--- config.mk ---
export PLATFORM = sky130hd
export DESIGN_NAME = dcso_port
export DESIGN_NICKNAME = d
export VERILOG_FILES = /design/src/verilog/dcso_pkg.sv /design/src/verilog/dcso_port.sv
export SDC_FILE = /design/constraint.sdc
export NUM_CORES = 1
export LEC_CHECK = 0
export BUFFER_PORTS_ARGS = -buffer_cell sky130_fd_sc_hd__clkbuf_2
export CAP_MARGIN = 20
export CORE_MARGIN = 2
export CORE_UTILIZATION = 45
export DETAILED_ROUTE_END_ITERATION = 8
export MAX_ROUTING_LAYER = met4
export PLACE_DENSITY_LB_ADDON = 0.12
export SLEW_MARGIN = 20
export SYNTH_ARGS = -nofsm -noshare
export SYNTH_HDL_FRONTEND = slang
export SYNTH_SLANG_ARGS = --single-unit
--- constraint.sdc ---
create_clock -name clk -period 4.9 [get_ports clk]
set_input_delay 0.49 -clock clk [delete_from_list [all_inputs] [get_ports clk]]
set_output_delay 0.49 -clock clk [all_outputs]
set_load 0.05 [all_outputs]
--- src/verilog/dcso_pkg.sv ---
// Purpose: Constants and types for the dual-channel sample output port
// Assumes: System clock of 250 MHz, sample clock sampled as a plain input
// Notes:   Register offsets are byte addresses on the plain register port
package dcso_pkg;

  ////////////////////////////////////////////////////////////////////////
  // Widths and timing
  localparam int          SAMPLE_W     = 10;
  localparam int          CORE_W       = 12;
  localparam int          CNT_W        = 10;
  localparam int          CLK_PERIOD_PS = 4000;
  localparam int          LOST_TIME_NS = 1000;
  localparam int          LOST_CYC     = (LOST_TIME_NS * 1000) / CLK_PERIOD_PS;
  localparam int          SYNC_W       = 6;

  // Synchroniser bit positions
  localparam int          SY_SCLK      = 0;
  localparam int          SY_SLPA      = 1;
  localparam int          SY_SLPB      = 2;
  localparam int          SY_OSTD      = 3;
  localparam int          SY_FSS0      = 4;
  localparam int          SY_FSS1      = 5;

  // Four-level select codes: bit 1 stabilizer, bit 0 two's complement
  localparam logic [1:0]  FSS_STAB_BIT = 2'h2;
  localparam logic [1:0]  FSS_TWOS_BIT = 2'h1;

  // Range limits of the ten-bit signed word
  localparam logic signed [CORE_W-1:0] MAX_CODE = 12'sh1FF;
  localparam logic signed [CORE_W-1:0] MIN_CODE = -12'sh200;

  ////////////////////////////////////////////////////////////////////////
  // Register map
  localparam int          ADDR_W       = 4;
  localparam logic [3:0]  REG_STATUS   = 4'h0;
  localparam logic [3:0]  REG_IRQ_STAT = 4'h4;
  localparam logic [3:0]  REG_IRQ_MASK = 4'h8;
  localparam int          IRQ_W        = 3;
  localparam int          IRQ_LOST     = 0;
  localparam int          IRQ_OVR_A    = 1;
  localparam int          IRQ_OVR_B    = 2;
  localparam logic [IRQ_W-1:0] IRQ_MASK_RST = 3'h0;

  ////////////////////////////////////////////////////////////////////////
  // Output bus word
  typedef struct packed {
    logic                 overrange;
    logic [SAMPLE_W-1:0]  sample_bits;
  } dcso_word_s;

  typedef enum logic [1:0] {
    ST_SLEEP = 2'b00,
    ST_RUN   = 2'b01,
    ST_LOST  = 2'b10
  } dcso_state_e;

endpackage

--- src/verilog/dcso_port.sv ---
// Purpose: Digital output side of a dual-channel ten-bit sampling converter
// Assumes: Core codes arrive signed on clk; pins are asynchronous to clk
// Notes:   Channel A leads the strobe high, channel B leads it low
//
// Strobed register access and the placing of the registers were left to the implementer.
`timescale 1ns/1ps
`default_nettype none
module dcso_port
  import dcso_pkg::*;
#(
  parameter int LOST_CYCLES = LOST_CYC
) (
  // Clock and reset
  input  wire  logic                     clk,
  input  wire  logic                     rst,
  // Pins from the board
  input  wire  logic                     sample_clock,
  input  wire  logic                     sleep_input_a,
  input  wire  logic                     sleep_input_b,
  input  wire  logic                     output_standard_select,
  input  wire  logic [1:0]               format_stabilizer_select,
  // Converter core codes
  input  wire  logic signed [CORE_W-1:0] core_code_a,
  input  wire  logic signed [CORE_W-1:0] core_code_b,
  // Output bus
  output logic [SAMPLE_W-1:0]            sample_bits,
  output logic                           overrange,
  output logic                           output_strobe,
  output logic                           output_standard,
  // Register port
  input  wire  logic [ADDR_W-1:0]        reg_addr,
  input  wire  logic [31:0]              reg_wdata,
  input  wire  logic                     reg_wr,
  input  wire  logic                     reg_rd,
  output logic [31:0]                    reg_rdata,
  output logic                           irq
);

  ////////////////////////////////////////////////////////////////////////
  // Code to bus word with clipping and format choice
  function automatic dcso_word_s encode(input logic signed [CORE_W-1:0] c,
                                        input logic twos);
    dcso_word_s w;
    logic signed [CORE_W-1:0] v;
    v = c;
    w.overrange = 1'b0;
    if (c > MAX_CODE) begin
      v = MAX_CODE;
      w.overrange = 1'b1;
    end else if (c < MIN_CODE) begin
      v = MIN_CODE;
      w.overrange = 1'b1;
    end
    w.sample_bits = v[SAMPLE_W-1:0];
    if (!twos) begin
      w.sample_bits[SAMPLE_W-1] = ~v[SAMPLE_W-1];
    end
    return w;
  endfunction

  ////////////////////////////////////////////////////////////////////////
  // Pin synchronisers, two flops each
  logic [SYNC_W-1:0] sy1_r;
  logic [SYNC_W-1:0] sy2_r;
  logic              sclk_d_r;
  logic [SYNC_W-1:0] pins;

  assign pins = {format_stabilizer_select, output_standard_select,
                 sleep_input_b, sleep_input_a, sample_clock};

  // Two-stage capture and edge history
  always_ff @(posedge clk or posedge rst) begin
    if (rst) begin
      sy1_r    <= '0;
      sy2_r    <= '0;
      sclk_d_r <= 1'b0;
    end else begin
      sy1_r    <= pins;
      sy2_r    <= sy1_r;
      sclk_d_r <= sy2_r[SY_SCLK];
    end
  end

  logic rise_ev;
  logic fall_ev;
  logic stab_on;
  logic twos_on;
  logic sleep_a;
  logic sleep_b;

  assign rise_ev = sy2_r[SY_SCLK] & ~sclk_d_r;
  assign fall_ev = ~sy2_r[SY_SCLK] & sclk_d_r;
  assign stab_on = |({sy2_r[SY_FSS1], sy2_r[SY_FSS0]} & FSS_STAB_BIT);
  assign twos_on = |({sy2_r[SY_FSS1], sy2_r[SY_FSS0]} & FSS_TWOS_BIT);
  assign sleep_a = sy2_r[SY_SLPA];
  assign sleep_b = sy2_r[SY_SLPB];

  ////////////////////////////////////////////////////////////////////////
  // Stabilizer: period measure and mid-period fall event
  logic [CNT_W-1:0] since_rise_r;
  logic [CNT_W-1:0] since_rise_nxt;
  logic [CNT_W-1:0] half_r;
  logic [CNT_W-1:0] half_nxt;
  logic [15:0]      idle_r;
  logic [15:0]      idle_nxt;
  logic             b_ev;
  logic             lost_ev;

  // Count cycles between rises, keep half of the last period
  always_comb begin
    since_rise_nxt = since_rise_r;
    half_nxt       = half_r;
    idle_nxt       = idle_r;
    if (rise_ev) begin
      half_nxt       = (since_rise_r + 1'b1) >> 1;
      since_rise_nxt = '0;
      idle_nxt       = '0;
    end else begin
      if (~&since_rise_r) begin
        since_rise_nxt = since_rise_r + 1'b1;
      end
      if (idle_r != 16'hFFFF) begin
        idle_nxt = idle_r + 16'h0001;
      end
    end
  end

  assign b_ev    = stab_on ? (!rise_ev && since_rise_r + 1'b1 == half_r
                              && half_r != '0)
                           : fall_ev;
  assign lost_ev = (idle_r == LOST_CYCLES[15:0]) && !rise_ev;

  always_ff @(posedge clk or posedge rst) begin
    if (rst) begin
      since_rise_r <= '0;
      half_r       <= '0;
      idle_r       <= '0;
    end else begin
      since_rise_r <= since_rise_nxt;
      half_r       <= half_nxt;
      idle_r       <= idle_nxt;
    end
  end

  ////////////////////////////////////////////////////////////////////////
  // Output bus: word first, strobe edge one cycle after
  dcso_word_s  word_r;
  dcso_word_s  word_nxt;
  dcso_word_s  enc_a;
  dcso_word_s  enc_b;
  logic        phase_r;
  logic        phase_nxt;
  logic        strobe_r;
  logic        strobe_nxt;
  logic        ostd_r;
  dcso_state_e state_r;
  dcso_state_e state_nxt;

  assign enc_a = encode(core_code_a, twos_on);
  assign enc_b = encode(core_code_b, twos_on);

  // Channel A on rise, channel B on fall or stabilizer mid-period event, sleeping channel reads zero
  always_comb begin
    word_nxt   = word_r;
    phase_nxt  = phase_r;
    state_nxt  = state_r;
    strobe_nxt = phase_r && (state_r == ST_RUN);
    case (state_r)
      ST_SLEEP: begin
        word_nxt   = '0;
        phase_nxt  = 1'b0;
        strobe_nxt = 1'b0;
        if (!(sleep_a && sleep_b)) begin
          state_nxt = ST_RUN;
        end
      end
      ST_RUN: begin
        if (sleep_a && sleep_b) begin
          state_nxt = ST_SLEEP;
        end else if (lost_ev) begin
          state_nxt = ST_LOST;
        end else if (rise_ev) begin
          word_nxt  = sleep_a ? '0 : enc_a;
          phase_nxt = 1'b1;
        end else if (b_ev) begin
          word_nxt  = sleep_b ? '0 : enc_b;
          phase_nxt = 1'b0;
        end
      end
      ST_LOST: begin
        phase_nxt  = 1'b0;
        strobe_nxt = 1'b0;
        if (sleep_a && sleep_b) begin
          state_nxt = ST_SLEEP;
        end else if (rise_ev) begin
          state_nxt = ST_RUN;
        end
      end
      default: begin
        state_nxt = ST_SLEEP;
      end
    endcase
  end

  always_ff @(posedge clk or posedge rst) begin
    if (rst) begin
      word_r   <= '0;
      phase_r  <= 1'b0;
      strobe_r <= 1'b0;
      ostd_r   <= 1'b0;
      state_r  <= ST_SLEEP;
    end else begin
      word_r   <= word_nxt;
      phase_r  <= phase_nxt;
      strobe_r <= strobe_nxt;
      ostd_r   <= sy2_r[SY_OSTD];
      state_r  <= state_nxt;
    end
  end

  assign sample_bits     = word_r.sample_bits;
  assign overrange       = word_r.overrange;
  assign output_strobe   = strobe_r;
  assign output_standard = ostd_r;

  ////////////////////////////////////////////////////////////////////////
  // Registers: status, sticky events, mask
  logic [IRQ_W-1:0] ist_r;
  logic [IRQ_W-1:0] ist_nxt;
  logic [IRQ_W-1:0] imask_r;
  logic [IRQ_W-1:0] imask_nxt;
  logic [IRQ_W-1:0] ev;
  logic [31:0]      rdata_nxt;
  logic             irq_nxt;
  logic [31:0]      rdata_r;
  logic             irq_r;

  assign ev[IRQ_LOST]  = lost_ev && state_r == ST_RUN;
  assign ev[IRQ_OVR_A] = rise_ev && state_r == ST_RUN && !sleep_a
                         && enc_a.overrange;
  assign ev[IRQ_OVR_B] = b_ev && !rise_ev && state_r == ST_RUN && !sleep_b
                         && enc_b.overrange;

  // Write-one-clear with set winning, read data a cycle later
  always_comb begin
    ist_nxt   = ist_r;
    imask_nxt = imask_r;
    rdata_nxt = '0;
    if (reg_wr && reg_addr == REG_IRQ_STAT) begin
      ist_nxt = ist_r & ~reg_wdata[IRQ_W-1:0];
    end
    if (reg_wr && reg_addr == REG_IRQ_MASK) begin
      imask_nxt = reg_wdata[IRQ_W-1:0];
    end
    ist_nxt = ist_nxt | ev;
    if (reg_rd) begin
      case (reg_addr)
        REG_STATUS:   rdata_nxt = {25'h0, state_r, sy2_r[SY_OSTD],
                                   sleep_b, sleep_a, twos_on, stab_on};
        REG_IRQ_STAT: rdata_nxt = {29'h0, ist_r};
        REG_IRQ_MASK: rdata_nxt = {29'h0, imask_r};
        default:      rdata_nxt = '0;
      endcase
    end
    irq_nxt = |(ist_nxt & imask_nxt);
  end

  always_ff @(posedge clk or posedge rst) begin
    if (rst) begin
      ist_r   <= '0;
      imask_r <= IRQ_MASK_RST;
      rdata_r <= '0;
      irq_r   <= 1'b0;
    end else begin
      ist_r   <= ist_nxt;
      imask_r <= imask_nxt;
      rdata_r <= rdata_nxt;
      irq_r   <= irq_nxt;
    end
  end

  assign reg_rdata = rdata_r;
  assign irq       = irq_r;

endmodule
`default_nettype wire

; ---- Word level (Yosys, flattened, before mapping)
; Cells that the tools add are included.
; W data, S select, Z words.
[word_totals]
reg_bits = 103
in_bits = 70
out_inout_bits = 46
wordCells = 114
[classes]
add_sub_neg = 2
order_cmp = 4
n_eq_ne = 14
mux = 38
bitwise = 10
n_reduce_logical = 30
[op_table]
columns = operator, count
row1 = $mux W11, 6
row2 = $mux W10, 6
row3 = $mux W16, 2
row4 = $gt A12 B10 Y1 const B, 2
row5 = $lt A12 B10 Y1 const B, 2
row6 = $pmux W11 S2, 1
row7 = $pmux W7 S3, 1
row8 = $add A16 B1 Y16 const B, 1
row9 = $eq A16 B8 Y1 const B, 1
row10 = $ne A16 B16 Y1 const B, 1
row11 = $logic_and A1 B1 Y1, 15
row12 = $mux W1, 12
row13 = $add A10 B1 Y10 const B, 1
row14 = $eq A10 B9 Y1, 1
row15 = $mux W2, 5
row16 = $reduce_and A10 Y1, 1
row17 = $reduce_bool A10 Y1, 1
row18 = $ne A2 B2 Y1 const B, 4
row19 = $reduce_and A4 Y1, 2
row20 = $mux W7, 1
row21 = $and A3 B3 Y3, 2
row22 = $mux W3, 2
row23 = $ne A3 B3 Y1 const B, 2
row24 = $pmux W2 S3, 1
row25 = other kinds (17), 25

; ---- Longest topological paths before layout
[depth]
ltp_word = 13
mapped_depth = 10
mapped_depth_nobuf = 8

; ---- Least setup slack after synthesis
; OpenSTA, ideal clock, no wires.
[synth_path]
path_kind = register to register
startpoint = register since_rise_r[0]
endpoint = register word_r (netlist bit overrange)
setup_time_ns = 0.125
t_arrival_ns = 2.378
required_ns = 4.775
setup_slack_ns = 2.397
stages_incl_launch_ff = 11
path_buffers = 2
period_less_slack_ns = 2.503
path_cell_list = dfrtp_1 ha_1 and3_1 clkbuf_1 nand2_1 xor2_1 mux2_2 nor4b_4 o21ai_2 buf_6 mux2_4
[synth_between]
elab_chain_len = 7
[synth_rtl]
columns = element, line
row1 = start: declaration, dcso_port.sv:100  ; logic [CNT_W-1:0] since_rise_r;
row2 = start signal: assignment, dcso_port.sv:139  ; since_rise_r <= since_rise_nxt;
row3 = $add A10 B1 Y10, dcso_port.sv:128  ; assign b_ev = stab_on ? (!rise_ev && since_rise_r + 1'b1 == half_r
row4 = $eq A10 B9 Y1, dcso_port.sv:128
row5 = $logic_and A1 B1 Y1, dcso_port.sv:128
row6 = $logic_and A1 B1 Y1, dcso_port.sv:129  ; && half_r != '0)
row7 = $mux W1, dcso_port.sv:128
row8 = $ne A3 B3 Y1 (no source line), --
row9 = $reduce_and A4 Y1 (no source line), --
row10 = end signal: assignment, dcso_port.sv:213  ; word_r <= word_nxt;
row11 = end: declaration, dcso_port.sv:147  ; dcso_word_s word_r;
; Every way passes these cells.
; A chain may end at the register's enable or synchronous reset.

; ---- Worst setup path in the final report
[layout_path]
startpoint = register since_rise_r[0]
endpoint = register word_r (netlist bit sample_bits[8])
; Same word-level chain as after synthesis.

==> key figures <==
Timing
  – Max Clock Freq: 330 MHz
  – Setup slack of the critical path after layout: 1870 ps
  – Final Skew: 15.5 ps
  – Unrepaired setup endpoints after global routing: false
  – Final hold violation count: 0
  – Final-report setup violation count: 0
  – Minimum clock period after layout: 3030 ps
  – Worst relative slew slack: 0.344
  – Number of slew-limit violations in the final report: 0
  – Setup TNS after final layout: 0 ps
  – Actual transition at the worst max-transition pin: 975 ps
  – Final critical-path share of the clock period: 0.619

Clocking
  – Root cell of the clock tree: clkbuf_8
  – Number of buffers created by CTS: 9
  – Number of buffers on the longest clock path: 2
  – Resized cells post-CTS: 0
  – Source-to-sink clock delay at the later pin of the worst-skew pair: 350 ps
  – Clock sink count: 78
  – Hold_buf cts: 0
  – Clk slew on worst S/H paths: 90 ps
  – Total setup buffers inserted after CTS: 0
  – Number of levels the H-tree was split into: 3
  – TritonCTS clock tree: done

Floorplanning
  – Die H: 99.1 um
  – Std-Cell Core Area: 0.00876 sq mm
  – Num rows: 34
  – Die Outline Area: 0.00983 sq mm
  – Num ports: 116
  – Initial Util: 0.465
  – Die Width: 99.1 um

Route
  – Detail Route met2 WL: 3940 um
  – Met3 WL: 448 um
  – Via-per-instance ratio: 5.36
  – Top layer reached by signal wires: met4
  – Post-DR wirelength/cell: 14.5 um
  – Iteration count of the initial detailed-routing pass: 4
  – Number of routed nets with antenna violations: 0
  – Length of routed wiring on met1: 3960 um
  – Via count: 3,126
  – Iteration-0 DRC Markers: 75
  – DRC viols: 0
  – Wire length after detailed routing: 8440 um

Pwr
  – Pwr/cell area: 388 mW/mm^2
  – P_int: 0.00114 W
  – Net switching fraction of the power: 0.357
  – Sequential fraction of design power: 0.451
  – Worst vdd rail ir drop: 0.242 mV
  – Leak Pwr: 2.13 nW
  – Combinational power share: 0.268
  – Clock network fraction of design power: 0.280
  – Switching power summed over all nets: 0.000632 W

Placement
  – Pre-CTS setup slack: 1860 ps
  – Number of placed instances with taps included: 567
  – Final weighted congestion in routability-driven placement: 0.884
  – Number of buffers added on ports: 61
  – Detailed-placement wirelength estimate: 6020 um

Synth
  – Area share of the leading cell type in the synthesized netlist: 0.479
  – Post-synth top flop: dfrtp_1
  – Post-synth design cell area: 0.00407 sq mm
  – Library cells used by synthesis: 53
  – Fraction of registers with async set/reset: 1.00
  – Cell accounting for the most synthesized area: dfrtp_1
  – Cells after Synth: 412
  – Sequential fraction of the synthesis area: 0.479
  – Flop and latch count out of synthesis: 78
  – Mean instance size in the synthesized netlist: 9.89 sq um
  – Synth top area cells: dfrtp_1 48%, buf_4 4.8%, o21ai_0 3.9%
  – Number of flops mapped to enable cells by yosys: 0
  – Synth warnings: 0

Cells and area
  – Final #Nets: 543
  – Total inserted antenna cells: 0
  – Post-Layout Cell Count: 583
  – Fill cell total of the finished layout: 798
  – Synth-to-Final Area Change: 12.0%
  – Core utilization of the finished layout: 0.521
  – Fraction of final layout cells with drive strength greater than 1: 0.215

Flow run
  – Number of max-cap violations: 0

Setup path
  – CP Data Required Time: 5130 ps
  – CP startpoint kind: register
  – Worst Path Arrival: 3270 ps
  – Kind of end point of the critical path: register
  – Setup CP Type: reg2reg
  – Crit-path max FO: 11

Outcome
  – Result of the run: finished clean

Global routing
  – First-pass GRT wire length: 14,100 um
  – Vias in the first global route: 3,031
  – GRT Total Usage: 0.185
  – Pin count of the biggest net entering global routing: 53
  – Overall overflow remaining after global route: 0
  – Initial antenna violation count: 0

Min path
  – Worst min-delay path class: in2reg
==> critical path, stage by stage (launching register included) <==
cell     delay, ps
dfrtp_1        440
ha_1           250
and3_1         270
nand2_1        100
xor2_1         240
mux2_2         390
nor4b_4        140
o21ai_2        690
mux2_2         410
==> routing by layer <==
layer / track usage / vias to the layer above
met2: 0.284 / 92
met1: 0.249 / 1493
met3: 0.0422 / 9
li1: - / 1532
met4: 0.0537 / 0
met5: - / -
==> worst paths after layout <==
check                                        from         endpoint  slack [ps]  cells after the start
min in group asynchronous                     rst   sample_bits[2]         260                      2
setup reg to reg                  since_rise_r[0]   sample_bits[8]        1870                      8
hold / removal             output_standard_select         sy1_r[3]         230                      1
setup / recovery                  since_rise_r[0]   sample_bits[8]        1870                      8
max in group asynchronous                     rst  output_standard        3770                      3
hold reg to reg                          sy1_r[4]         sy2_r[4]         340                      0
==> power by group through the flow <==
stage	logic [W]	clock network, W	registers [W]
global route	0.000518	0.000536	0.000814
global placement	0.000473	0	0.000808
CTS	0.000480	0.000510	0.000799
floorplan	0.000315	0	0.000882
finish	0.000475	0.000497	0.000799
detailed placement	0.000478	0	0.000811
==> layout by cell type, fill, tap and decap left out, types with 2 or more instances in the layout <==
| cell type | count |
|---|---|
| nand4_1 | 7 |
| and3_1 | 8 |
| a31oi_1 | 4 |
| nand2b_1 | 7 |
| nor2_1 | 35 |
| and4_1 | 2 |
| xor2_1 | 10 |
| o22ai_1 | 2 |
| a21o_1 | 3 |
| mux2i_1 | 5 |
| or3_1 | 3 |
| nor3_1 | 8 |
| dfrtp_1 | 78 |
| nor3b_1 | 4 |
| a22oi_1 | 9 |
| nor4_1 | 7 |
| nor2b_1 | 4 |
| mux2_4 | 9 |
| nand3_1 | 11 |
| o21ai_0 | 32 |
| clkinvlp_4 | 3 |
| clkbuf_8 | 9 |
| xnor2_1 | 14 |
| a21oi_1 | 24 |
| conb_1 | 25 |
| clkbuf_2 | 61 |
| mux2_2 | 5 |
| nand2_1 | 37 |
| and2_1 | 8 |
| a211oi_1 | 5 |
| buf_4 | 2 |
| ha_1 | 3 |
| inv_1 | 5 |
==> final cells by class <==
cell class	instances	area (sq um)	share of cell area
Clock inverter	7	81.3	0.0178
Timing Repair Buffer	63	320	0.0702
Inverter	6	23.8	0.00521
Sequential cell	78	1950	0.428
Tap cell	108	135	0.0296
Multi-Input combinational cell	312	1930	0.422
Clock buffer	9	124	0.0271
==> flip-flops by register name, summed over array words and instances (netlist names) <==
register         count
phase_r              1
output_strobe        1
imask_r              3
sample_bits         10
ist_r                3
sy2_r                6
state_r              2
idle_r              16
output_standard      1
sy1_r                6
overrange            1
irq                  1
reg_rdata            7
sclk_d_r             1
since_rise_r        10
half_r               9
==> metrics by stage <==
stage | total power (W) | hold WS [ps] | instance area (sq um)
floorplan | 0.00120 | 331 | 4160
global placement | 0.00128 | 332 | 4360
detailed placement | 0.00129 | 336 | 4360
CTS | 0.00179 | 217 | 4560
global route | 0.00187 | 219 | 4560
finish | 0.00177 | 234 | 4560
==> synth_stat cells (2+ instances only) <==
cell type	count
mux2_4	9
xnor2_1	14
nor3b_1	4
inv_1	6
a21oi_1	24
nor4_1	7
nand2_1	37
a21o_1	3
nand2b_1	7
xor2_1	10
and4_1	2
buf_6	2
o22ai_1	2
clkbuf_1	10
and3_1	8
nor2_1	35
a22oi_1	9
a31oi_1	4
nor3_1	8
and2_1	8
buf_2	2
ha_1	3
o21ai_0	32
nand3_1	11
nor2b_1	5
dfrtp_1	78
or3_1	3
buf_4	26
nand4_1	7
a211oi_1	5
mux2_2	5
mux2i_1	5
==> logic make-up (layout without fill, tap and decap cells) <==
kind of cell,count (synthesis),count (layout),share of synthesized area
AOI/OAI and AO/OA,90,90,0.135
xor gates and xnor gates,24,24,0.0516
adders and majority gates,3,3,0.00921
buffers and inverters,46,85,0.0706
DFF,78,78,0.479
muxes,20,20,0.0620
other,1,25,0.000920
and+or+nand+nor,150,150,0.192
(Power assumes the default switching activity.)
